### src/include/pwr_fail_map.svh
/*
  Constants for the power-fail lock-out control: tick rate, debounce and grace windows.
  Assumes a single 50 MHz system clock.
*/
`ifndef PWR_FAIL_MAP_SVH
`define PWR_FAIL_MAP_SVH
// ==========================================================================
// Timing and reset values
// ==========================================================================
`define CLK_PERIOD_NS      20
`define TICK_US            32
`define TICK_CYCLES        ((`TICK_US * 1000) / `CLK_PERIOD_NS)
`define DEBOUNCE_MIN_US    30
`define DEBOUNCE_TICKS     2
`define GRACE_US           480
`define GRACE_TICKS        (`GRACE_US / `TICK_US)
`define HOLD_LIMIT_US      30
`define HOLD_LIMIT_CYCLES  ((`HOLD_LIMIT_US * 1000 + `CLK_PERIOD_NS - 1) / `CLK_PERIOD_NS)
`define OSC_FAIL_RESET     1'h1
`endif

### src/include/pwr_fail_pkg.sv
/*
  Types for the power-fail lock-out control.
  Assumes the map header is compiled alongside.
*/
package pwr_fail_pkg;
  // ==========================================================================
  // State
  // ==========================================================================
  typedef enum logic [1:0] {
    ST_POWER_OK,
    ST_FAILED,
    ST_GRACE,
    ST_LOCKED
  } lock_state_t;

  typedef struct packed {
    lock_state_t state;
    logic [10:0] tick_cnt;
    logic        tick;
    logic [4:0]  deb_cnt;
    logic [4:0]  grace_cnt;
    logic [10:0] hold_cnt;
    logic        power_failed;
    logic        locked;
    logic        standby;
    logic        osc_fail;
    logic        time_save_en;
    logic        low_batt;
    logic        irq;
    logic        multi_function_output;
    logic        copy;
    logic        timers_halted;
    logic        irqs_halted;
    logic [10:0] hold_run;
    logic [11:0] low_run;
    logic [11:0] high_run;
  } pf_state_t;
endpackage : pwr_fail_pkg

### src/rtl/power_fail_lockout_control.sv
/*
  Power-failure supervision: debounce, interrupt, bus lock-out, standby isolation, status bits.
  Assumes all inputs synchronous to mclk_in; analog comparators deliver digital levels.
*/
`timescale 1ns/10ps
`include "pwr_fail_map.svh"

module power_fail_lockout_control #(
  parameter int TICK_CYCLES = `TICK_CYCLES
) (
  input  wire logic mclk_in,
  input  wire logic reset_in,
  input  wire logic power_loss_n_in,
  input  wire logic battery_switch_in,
  input  wire logic battery_low_in,
  input  wire logic chip_sel_n_in,
  input  wire logic read_n_in,
  input  wire logic write_n_in,
  input  wire logic delay_en_in,
  input  wire logic pf_irq_en_in,
  input  wire logic pf_route_mfo_in,
  input  wire logic timer_pf_op_in,
  input  wire logic irq_pf_op_in,
  input  wire logic clock_start_in,
  input  wire logic tse_set_in,
  input  wire logic tse_clear_in,
  output logic      power_fail_flag_out,
  output logic      bus_locked_out,
  output logic      timer_inputs_locked_out,
  output logic      outputs_open_drain_out,
  output logic      pf_irq_output_out,
  output logic      pf_multi_function_output_out,
  output logic      timers_halted_out,
  output logic      irqs_halted_out,
  output logic      osc_fail_flag_out,
  output logic      low_battery_out,
  output logic      time_save_en_out,
  output logic      time_save_copy_out
);
  pwr_fail_pkg::pf_state_t s_r;
  pwr_fail_pkg::pf_state_t s_nxt;
  logic                    strobe;

  // ==========================================================================
  // Decoding
  // ==========================================================================
  // A steady level is accepted on the tick that completes the debounce count.
  function automatic logic deb_done(input logic [4:0] cnt);
    deb_done = (cnt == 5'(`DEBOUNCE_TICKS - 1));
  endfunction : deb_done

  // ==========================================================================
  // Next state
  // ==========================================================================
  always_comb begin
    s_nxt  = s_r;
    strobe = !chip_sel_n_in && (!read_n_in || !write_n_in);
    s_nxt.tick = 1'b0;
    if (s_r.tick_cnt == 11'(TICK_CYCLES - 1)) begin
      s_nxt.tick_cnt = 11'h000;
      s_nxt.tick     = 1'b1;
    end else begin
      s_nxt.tick_cnt = s_r.tick_cnt + 11'h001;
    end
    case (s_r.state)
      pwr_fail_pkg::ST_POWER_OK: begin
        if (power_loss_n_in) begin
          s_nxt.deb_cnt = 5'h00;
        end else if (s_r.tick) begin
          s_nxt.deb_cnt = s_r.deb_cnt + 5'h01;
          if (deb_done(s_r.deb_cnt)) begin
            s_nxt.power_failed = 1'b1;
            s_nxt.deb_cnt      = 5'h00;
            s_nxt.grace_cnt    = 5'h00;
            s_nxt.hold_cnt     = 11'h000;
            s_nxt.state        = delay_en_in ? pwr_fail_pkg::ST_GRACE : pwr_fail_pkg::ST_FAILED;
          end
        end
      end
      pwr_fail_pkg::ST_FAILED: begin
        // hold off while an access is in progress
        if (!strobe || s_r.hold_cnt == 11'(`HOLD_LIMIT_CYCLES)) begin
          s_nxt.state = pwr_fail_pkg::ST_LOCKED;
        end else begin
          s_nxt.hold_cnt = s_r.hold_cnt + 11'h001;
        end
      end
      pwr_fail_pkg::ST_GRACE: begin
        // early lock-out on delay enable clear
        if (!delay_en_in || (s_r.tick && s_r.grace_cnt == 5'(`GRACE_TICKS - 1))) begin
          s_nxt.state    = pwr_fail_pkg::ST_FAILED;
          s_nxt.hold_cnt = 11'h000;
        end else if (s_r.tick) begin
          s_nxt.grace_cnt = s_r.grace_cnt + 5'h01;
        end
      end
      pwr_fail_pkg::ST_LOCKED: begin
        if (!power_loss_n_in) begin
          s_nxt.deb_cnt = 5'h00;
        end else if (s_r.tick) begin
          s_nxt.deb_cnt = s_r.deb_cnt + 5'h01;
          if (deb_done(s_r.deb_cnt)) begin
            s_nxt.deb_cnt      = 5'h00;
            s_nxt.power_failed = 1'b0;
            s_nxt.state        = pwr_fail_pkg::ST_POWER_OK;
          end
        end
      end
      default: begin
        s_nxt.state = pwr_fail_pkg::ST_POWER_OK;
      end
    endcase
    // lock-out state drives the bus isolation
    s_nxt.locked  = (s_nxt.state == pwr_fail_pkg::ST_LOCKED);
    s_nxt.standby = battery_switch_in;
    // interrupt on failure, gated by enable
    s_nxt.irq = s_nxt.power_failed && pf_irq_en_in && !pf_route_mfo_in;
    s_nxt.multi_function_output = s_nxt.power_failed && pf_irq_en_in && pf_route_mfo_in;
    // oscillator fail cleared only by clock start
    // no other path but reset touches the flag
    if (clock_start_in) begin
      s_nxt.osc_fail = 1'b0;
    end
    // low battery only on main supply with enable
    s_nxt.low_batt = battery_low_in && !battery_switch_in && pf_irq_en_in;
    // switchover clear wins over a set
    if (battery_switch_in && !s_r.standby) begin
      s_nxt.time_save_en = 1'b0;
    end else if (tse_set_in) begin
      s_nxt.time_save_en = 1'b1;
    end else if (tse_clear_in) begin
      s_nxt.time_save_en = 1'b0;
    end
    s_nxt.copy = s_nxt.time_save_en;
    s_nxt.timers_halted = s_nxt.power_failed && !timer_pf_op_in;
    s_nxt.irqs_halted   = s_nxt.power_failed && !irq_pf_op_in;
    // Run lengths feed only the checks; twelve bits cover two ticks while the tick stays under 2048 clocks.
    // held access length
    if (s_r.state == pwr_fail_pkg::ST_FAILED && strobe) begin
      s_nxt.hold_run = s_r.hold_run + 11'h001;
    end else begin
      s_nxt.hold_run = 11'h000;
    end
    if (power_loss_n_in) begin
      s_nxt.low_run = 12'h000;
    end else if (s_r.low_run != 12'hFFF) begin
      s_nxt.low_run = s_r.low_run + 12'h001;
    end
    if (!power_loss_n_in) begin
      s_nxt.high_run = 12'h000;
    end else if (s_r.high_run != 12'hFFF) begin
      s_nxt.high_run = s_r.high_run + 12'h001;
    end
  end

  // ==========================================================================
  // State register
  // ==========================================================================
  always_ff @(posedge mclk_in or posedge reset_in) begin
    if (reset_in) begin
      s_r          <= '0;
      s_r.state    <= pwr_fail_pkg::ST_POWER_OK;
      s_r.osc_fail <= `OSC_FAIL_RESET;
    end else begin
      s_r <= s_nxt;
    end
  end

  // ==========================================================================
  // Outputs
  // ==========================================================================
  // status mirrors failed signal
  assign power_fail_flag_out          = s_r.power_failed;
  assign bus_locked_out               = s_r.locked;
  assign timer_inputs_locked_out      = s_r.standby;
  assign outputs_open_drain_out       = s_r.standby;
  assign pf_irq_output_out            = s_r.irq;
  assign pf_multi_function_output_out = s_r.multi_function_output;
  // halt decisions; a set bit halts the function, a set operation bit keeps it running
  assign timers_halted_out            = s_r.timers_halted;
  assign irqs_halted_out              = s_r.irqs_halted;
  assign osc_fail_flag_out            = s_r.osc_fail;
  assign low_battery_out              = s_r.low_batt;
  assign time_save_en_out             = s_r.time_save_en;
  assign time_save_copy_out           = s_r.copy;

  // ==========================================================================
  // Checks
  // ==========================================================================
  // masked interrupt
  a_irq_gated: assert property (@(posedge mclk_in) disable iff (reset_in)
    !pf_irq_en_in |=> !pf_irq_output_out && !pf_multi_function_output_out)
    else $error("Power fail interrupt issued while disabled.");
  a_irq_route: assert property (@(posedge mclk_in) disable iff (reset_in)
    pf_irq_output_out |-> !pf_multi_function_output_out)
    else $error("Interrupt on both outputs.");
  a_early_lock: assert property (@(posedge mclk_in) disable iff (reset_in)
    (s_r.state == pwr_fail_pkg::ST_GRACE && !delay_en_in && !strobe) |=> ##1 bus_locked_out)
    else $error("No lock-out after delay enable cleared.");
  a_hold_force: assert property (@(posedge mclk_in) disable iff (reset_in)
    (s_r.hold_run <= 11'(`HOLD_LIMIT_CYCLES + 1)))
    else $error("Long strobe did not force lock-out.");
  a_lock_needs_fail: assert property (@(posedge mclk_in) disable iff (reset_in)
    bus_locked_out |-> power_fail_flag_out)
    else $error("Locked without power failed.");
  a_osc_hold: assert property (@(posedge mclk_in) disable iff (reset_in)
    $fell(osc_fail_flag_out) |-> $past(clock_start_in))
    else $error("Oscillator fail cleared without clock start.");
  a_lowbatt_main: assert property (@(posedge mclk_in) disable iff (reset_in)
    low_battery_out |-> $past(!battery_switch_in && pf_irq_en_in))
    else $error("Low battery set out of context.");
  a_tse_switch: assert property (@(posedge mclk_in) disable iff (reset_in)
    $rose(battery_switch_in) |=> !time_save_en_out)
    else $error("Time save enable not cleared on switchover.");
  a_fail_debounce: assert property (@(posedge mclk_in) disable iff (reset_in)
    $rose(power_fail_flag_out) |-> $past(!power_loss_n_in))
    else $error("Failure flagged with input high.");
  a_fail_min: assert property (@(posedge mclk_in) disable iff (reset_in)
    $rose(power_fail_flag_out) |-> s_r.low_run > 12'(TICK_CYCLES))
    else $error("Failure flagged before the debounce minimum.");
  a_fail_max: assert property (@(posedge mclk_in) disable iff (reset_in)
    (s_r.low_run == 12'(2 * TICK_CYCLES)) |-> power_fail_flag_out)
    else $error("Failure not flagged within the debounce maximum.");
  a_prompt_lock: assert property (@(posedge mclk_in) disable iff (reset_in)
    (s_r.state == pwr_fail_pkg::ST_FAILED && !strobe) |=> bus_locked_out)
    else $error("No lock-out once the access ended.");
  a_grace_open: assert property (@(posedge mclk_in) disable iff (reset_in)
    (s_r.state == pwr_fail_pkg::ST_GRACE) |-> !bus_locked_out)
    else $error("Bus locked during the grace window.");
  a_unlock_min: assert property (@(posedge mclk_in) disable iff (reset_in)
    $fell(bus_locked_out) |-> s_r.high_run > 12'(TICK_CYCLES))
    else $error("Unlocked before the debounce minimum.");
  a_flag_clear: assert property (@(posedge mclk_in) disable iff (reset_in)
    $fell(power_fail_flag_out) |-> $past(power_loss_n_in))
    else $error("Failure flag cleared with input low.");
  a_irq_follow: assert property (@(posedge mclk_in) disable iff (reset_in)
    (pf_irq_output_out || pf_multi_function_output_out) |-> power_fail_flag_out)
    else $error("Interrupt without power failure.");
  a_irq_raise: assert property (@(posedge mclk_in) disable iff (reset_in)
    (power_fail_flag_out && $past(pf_irq_en_in)) |->
    ({pf_irq_output_out, pf_multi_function_output_out} == {!$past(pf_route_mfo_in), $past(pf_route_mfo_in)}))
    else $error("Enabled interrupt missing on its routed output.");
  a_halt_timer: assert property (@(posedge mclk_in) disable iff (reset_in)
    timers_halted_out == (power_fail_flag_out && !$past(timer_pf_op_in)))
    else $error("Timer halt does not follow its operation bit.");
  a_halt_irq: assert property (@(posedge mclk_in) disable iff (reset_in)
    irqs_halted_out == (power_fail_flag_out && !$past(irq_pf_op_in)))
    else $error("Interrupt halt does not follow its operation bit.");
  a_standby_iso: assert property (@(posedge mclk_in) disable iff (reset_in)
    (timer_inputs_locked_out == $past(battery_switch_in)) && (outputs_open_drain_out == $past(battery_switch_in)))
    else $error("Standby isolation does not follow switchover.");
  a_tse_set: assert property (@(posedge mclk_in) disable iff (reset_in)
    ($past(tse_set_in) && !$past(battery_switch_in && !timer_inputs_locked_out)) |->
    (time_save_en_out && time_save_copy_out))
    else $error("Time save not enabled after a set.");
endmodule : power_fail_lockout_control

### config.mk
export PLATFORM = sky130hd
export DESIGN_NAME = power_fail_lockout_control
export DESIGN_NICKNAME = d
export VERILOG_FILES = /design/src/include/pwr_fail_pkg.sv /design/src/rtl/power_fail_lockout_control.sv
export VERILOG_INCLUDE_DIRS = /design/src /design/src/include
export SDC_FILE = /design/constraint.sdc
export NUM_CORES = 1
export LEC_CHECK = 0
export BUFFER_PORTS_ARGS = -buffer_cell sky130_fd_sc_hd__clkbuf_2
export CAP_MARGIN = 0
export CORE_MARGIN = 8
export CORE_UTILIZATION = 40
export DETAILED_ROUTE_END_ITERATION = 12
export SLEW_MARGIN = 20
export SYNTH_ARGS = -nofsm -noshare
export SYNTH_HDL_FRONTEND = slang
export SYNTH_SLANG_ARGS = --single-unit
### constraint.sdc
create_clock -name mclk_in -period 4.3 [get_ports mclk_in]
set_input_delay 0.86 -clock mclk_in [delete_from_list [all_inputs] [get_ports mclk_in]]
set_output_delay 0.86 -clock mclk_in [all_outputs]
set_load 0.02 [all_outputs]
==> Yosys cells after proc, flatten, opt, wreduce, memory -nomap -nowiden <==
Cells that the tools add are included.
W data, S select, Z words.
{ "totals": {"word_cells": 101, "inputBits": 16, "ff_bits": 45} }
{ "classes": {"reduce_logical": 31, "n_eq_ne": 17, "n_addsub": 4, "n_mux": 33} }
{ "op_table": {"columns": ["cell", "n"], "rows": [
  ["$mux W22", 2],
  ["$mux W11", 3],
  ["$pmux W11 S3", 1],
  ["$mux W5", 6],
  ["$add A11 B1 Y11 const B", 2],
  ["$eq A11 B11 Y1 const B", 2],
  ["$pmux W5 S2", 2],
  ["$mux W2", 9],
  ["$mux W17", 1],
  ["$ne A2 B2 Y1 const B", 7],
  ["$reduce_and A6 Y1", 2],
  ["$add A5 B1 Y5 const B", 2],
  ["$logic_and A1 B1 Y1", 10],
  ["$logic_not A1 Y1", 10],
  ["$pmux W2 S4", 1],
  ["$mux W1", 7],
  ["$eq A2 B2 Y1 const B", 3],
  ["$ne A3 B3 Y1 const B", 2],
  ["$reduce_bool A3 Y1", 2],
  ["$eq A5 B1 Y1 const B", 1],
  ["$eq A5 B4 Y1 const B", 1],
  ["$reduce_bool A2 Y1", 2],
  ["$logic_or A1 B1 Y1", 3],
  ["$reduce_and A3 Y1", 1],
  ["other kinds (3)", 3]
]} }

==> Logic depth before layout (Yosys ltp) <==
{ "depth": {"depth_word": 8, "ltp_mapped": 8, "depth_no_buf": 7} }

==> Worst setup path after synthesis <==
Ideal clock, no wire load.
{ "synth_timing": {"kind": "input to register", "startpoint": "input port power_loss_n_in", "endpoint": "register s_r[49] in the netlist's numbering", "setup_ns": 0.101, "slack_ns": 1.840, "arrival_ns": 2.360, "required_ns": 4.199, "cell_stages": 6, "cell_sequence": "clkbuf_1 nand2b_1 o21ai_1 or3b_4 or3_4 o311ai_2"} }
{ "synth_via": {"elab_chain_cells": 2} }
{ "synth_lines": {"columns": ["item", "line", "rtl"], "rows": [
  ["start, declared", "power_fail_lockout_control.sv:13", "input wire logic power_loss_n_in,"],
  ["$ne A2 B2 Y1 (no source line)", null, null],
  ["$reduce_and A6 Y1 (no source line)", null, null],
  ["end signal, assigned", "power_fail_lockout_control.sv:165", "s_r <= s_nxt;"],
  ["end, declared", "power_fail_lockout_control.sv:40", "pwr_fail_pkg::pf_state_t s_r;"]
]} }
No other way between the ends.
A chain may end at the register's enable or synchronous reset.

==> Worst setup path in the final report <==
{ "layout_timing": {"startpoint": "register s_r[62] in the netlist's numbering", "endpoint": "register s_r[55] in the netlist's numbering"} }
{ "layout_via": {"elab_chain_cells": 3} }
{ "layout_lines": {"columns": ["item", "line", "rtl"], "rows": [
  ["$eq A5 B1 Y1", "power_fail_lockout_control.sv:49", "deb_done = (cnt == 5'(`DEBOUNCE_TICKS - 1));"],
  ["$ne A2 B2 Y1 (no source line)", null, null],
  ["$reduce_and A6 Y1 (no source line)", null, null]
]} }
No other way between the ends.

==> results.txt <==
----------------------------------------------------
[STA]
  Final worst-path cycle share ... roughly three fifths
  Highest clock rate ... 388 MHz
  Actual transition at the worst max-transition pin ... around 0.9 ns
  Final number of setup-violating endpoints ... 0
  Fin Setup TNS ... 0 ns
  RSZ-0062 raised after global routing ... no
  Worst clock skew ... 0.0124 ns
  Final worst path period need ... ~2.6 ns
  Count of pins over their slew limit ... 0
  Tightest slew margin relative to the limit ... 37.7%
  Hold slack ... 0.487 ns
  Hold Vio Cnt, Final ... 0

[Yosys]
  FF+latch count, synth ... 45
  Number of cells produced by synthesis ... 262
  Post-synth EDFFs ... 0
  Share of the yosys chip area belonging to registers ... 44.2%
  Post-synthesis async set-or-reset flop share ... 100%
  Number of nets produced by synthesis ... slightly below 300
  Ys flop type ... sky130_fd_sc_hd__dfrtp_1
  Leading area contributor after synthesis ... sky130_fd_sc_hd__dfrtp_1
  Yosys cell types ... 56
  Synth Warn # ... 0
  Average footprint of a synthesized cell ... between 9 and 10 µm²
  Proportion of netlist area held by the largest area contributor ... 43.2%
  Mapped cell area ... 2550 µm²
  Top post-synthesis cells by area ... sky130_fd_sc_hd__dfrtp_1, sky130_fd_sc_hd__ha_1, sky130_fd_sc_hd__nand3_1, sky130_fd_sc_hd__nand2_1, sky130_fd_sc_hd__nor2_1

[Place]
  HPWL after detailed placement ... 3.78 mm
  Last weighted congestion value of the routability-driven placer ... around 0.81
  Port bufs ... 27
  Cell area reported after detailed placement ... 2740 µm²

[Setup path]
  Category of the critical setup timing path ... reg -> reg
  Critical Path, Cell by Cell ... ha_1 -> or4b_4 -> o21ai_1 -> or3b_4 -> or3_4 -> o31ai_1
  Largest stage delay on the critical path ... 0.50 ns
  Cell with the largest stage delay on the worst path ... sky130_fd_sc_hd__or4b_4
  Highest net fanout along the worst path ... 14
  Category of the worst setup path capture point ... flip-flop
  Dominant delay contributor by cell family on the critical path ... simple AND/OR/NAND/NOR gates
  Total buffers and inverters traversed by the critical path ... 0
  Worst endpoint required time ... 4.49 ns
  Startpoint kind of the worst setup timing path ... flip-flop
  Data arrival at the endpoint of the critical path ... between 2 and 3 ns

[Finish]
  Register area ... 1130 µm²
  Number of nets in the layout ... 316
  Leading cell type in the layout, fill and taps excluded ... sky130_fd_sc_hd__dfrtp_1
  Area grow syn2layout ... 11.5%
  Leading cell types in the layout, fill and taps excluded ... sky130_fd_sc_hd__dfrtp_1, sky130_fd_sc_hd__clkbuf_2, sky130_fd_sc_hd__nand2_1, sky130_fd_sc_hd__nand3_1, sky130_fd_sc_hd__nor2_1
  Post-route cell area ... about 2800 µm²
  Area occupied by multi-input gates ... 1320 µm²
  ANT cells ... 0
  Final-layout fill cell count ... about 630
  Layout cell share with drive strength beyond 1 ... between 10% and 20%

[Routing]
  Avg Vias per Cell ... 5.64
  Residual antenna-violating net count after detailed routing ... 0
  Pre-antenna DRT Iters ... 4
  Vias after detailed routing ... 2057
  Detailed Route Iter0 Violations ... 78
  Routed length per placed instance ... 14.2 µm
  DRC violations left ... 0
  Routed wire length ... between 5 and 6 mm

[Clock network]
  Clock buffer count from CTS ... 5
  CTS tree ... built
  Clock sink count ... 45
  CTS clk-pin slew, worst paths ... 0.10 ns
  Skew-Pair Late Insertion Delay ... 0.30 ns
  Number of gates resized after cts ... 0
  Clock root buffer ... sky130_fd_sc_hd__clkbuf_8
  H-Tree Depth ... 2
  Post-cts hold buffer count ... 0
  Buffers inserted during post-CTS setup optimization ... 0
  CTS Buffer Depth ... 2

[Floorplanning]
  Die X ... ~96 µm
  Count of pins on the block boundary ... 28
  Effective utilization at floorplan ... 40.6%
  Area of the core ... 6280 µm²
  Area of the die ... 9190 µm²
  Standard-cell rows ... 29
  Die height ... between 90 and 100 µm

[Global routing]
  GR Util met1 ... 16.3%
  GRT Max-Usage Layer ... met2
  Antenna violations before repair ... 0
  Global-route total usage across every layer ... about 13%
  Grt total ovfl ... 0
  Routing usage on met3 ... between 3 and 4%
  Pin count of the biggest net entering global routing ... 46
  First-pass GRT wire length ... 9.18 mm
  Vias in the first global route ... 1987
  GR Layer Usage met2 ... 19.6%

[Pwr]
  Max IR drop VDD ... ~0.2 mV
  Static power due to leakage ... between 1 and 1.5 nW
  Power per standard cell area ... 266 nW/µm²

[Run]
  Max Cap Viol ... 0

[Status]
  Outcome ... finished clean

[Min path]
  Path type of the worst min-delay path ... reg -> reg

----------------------------------------------------
==> area by class of cell <==
cell class	instances	share of cell area [%]
Timing Repair Buffer	28	5.02
Clock inverter	2	0.572
Multi-Input combinational cell	191	46.3
Tap cell	77	3.39
Clock buffer	6	2.90
Inverter	16	2.16
Sequential cell	45	39.6
==> power breakdown <==
| group | internal, mW | total (mW) | switching, mW |
|---|---|---|---|
| sequential | 0.426 | 0.428 | 0.00155 |
| clock | 0.132 | 0.286 | 0.154 |
| combinational | 0.0153 | 0.0432 | 0.0279 |
| total | 0.574 | 0.757 | 0.183 |
==> Yosys cell counts, types with 3 or more instances <==
cell type	n
sky130_fd_sc_hd__dfrtp_1	44
sky130_fd_sc_hd__nand2_1	26
sky130_fd_sc_hd__nand3_1	21
sky130_fd_sc_hd__nor2_1	21
sky130_fd_sc_hd__inv_1	16
sky130_fd_sc_hd__ha_1	13
sky130_fd_sc_hd__a21oi_1	11
sky130_fd_sc_hd__clkbuf_1	7
sky130_fd_sc_hd__xor2_1	7
sky130_fd_sc_hd__nand4_1	6
sky130_fd_sc_hd__o21ai_1	5
sky130_fd_sc_hd__a21o_1	4
sky130_fd_sc_hd__a2bb2oi_1	4
sky130_fd_sc_hd__and3_1	4
sky130_fd_sc_hd__o21ai_0	4
sky130_fd_sc_hd__o22ai_1	4
sky130_fd_sc_hd__o311ai_2	4
sky130_fd_sc_hd__o31ai_1	4
sky130_fd_sc_hd__xnor2_1	4
sky130_fd_sc_hd__nor2b_1	3
sky130_fd_sc_hd__o211ai_1	3
==> cell families after synthesis <==
kind of cell,share of synthesized area (%)
adder cells (fa/ha/maj),6.38
AO/OA/AOI/OAI,18.8
XOR/XNOR,3.78
flip-flops,44.2
multiplexers,1.67
AND/OR/NAND/NOR,21.0
buffers and inverters,4.17
==> registers in the layout (all words and copies together) (netlist names) <==
signal / cells
s_r: 35
bus_locked_out: 1
irqs_halted_out: 1
low_battery_out: 1
osc_fail_flag_out: 1
outputs_open_drain_out: 1
pf_irq_output_out: 1
pf_multi_function_output_out: 1
power_fail_flag_out: 1
time_save_copy_out: 1
timers_halted_out: 1
==> through the flow <==
step	instances	setup slack (ns)	power [mW]	util, %
after floorplan	262	1.84	0.464	-
after global placement	357	1.70	0.481	43.7
after detailed placement	357	1.63	0.481	43.7
after CTS	365	1.71	0.772	45.3
after global routing	365	1.56	0.794	45.3
final	365	1.72	0.757	45.3
==> worst reg2reg max path, cell delays in order (launching register included) <==
cell                      delay [ns]
sky130_fd_sc_hd__dfrtp_1        0.43
sky130_fd_sc_hd__ha_1           0.18
sky130_fd_sc_hd__or4b_4         0.50
sky130_fd_sc_hd__o21ai_1        0.14
sky130_fd_sc_hd__or3b_4         0.48
sky130_fd_sc_hd__or3_4          0.43
sky130_fd_sc_hd__o31ai_1        0.30
==> per-layer routing <==
metal	vias to the layer above	wire, µm
li1	1005	-
met1	997	2490
met2	48	2350
met3	7	290
met4	0	58
met5	-	0
==> path summary, 6_finish.rpt <==
path | from | endpoint | slack, ns | cells after the start
setup / recovery | s_r[62] | s_r[55] | 1.72 | 6
hold / removal | osc_fail_flag_out | osc_fail_flag_out | 0.49 | 1
setup reg to reg | s_r[62] | s_r[55] | 1.72 | 6
hold reg to reg | osc_fail_flag_out | osc_fail_flag_out | 0.49 | 1
max in group asynchronous | reset_in | s_r[52] | 3.19 | 2
min in group asynchronous | reset_in | s_r[62] | 0.64 | 2
Power figures use the tool's default switching activity.
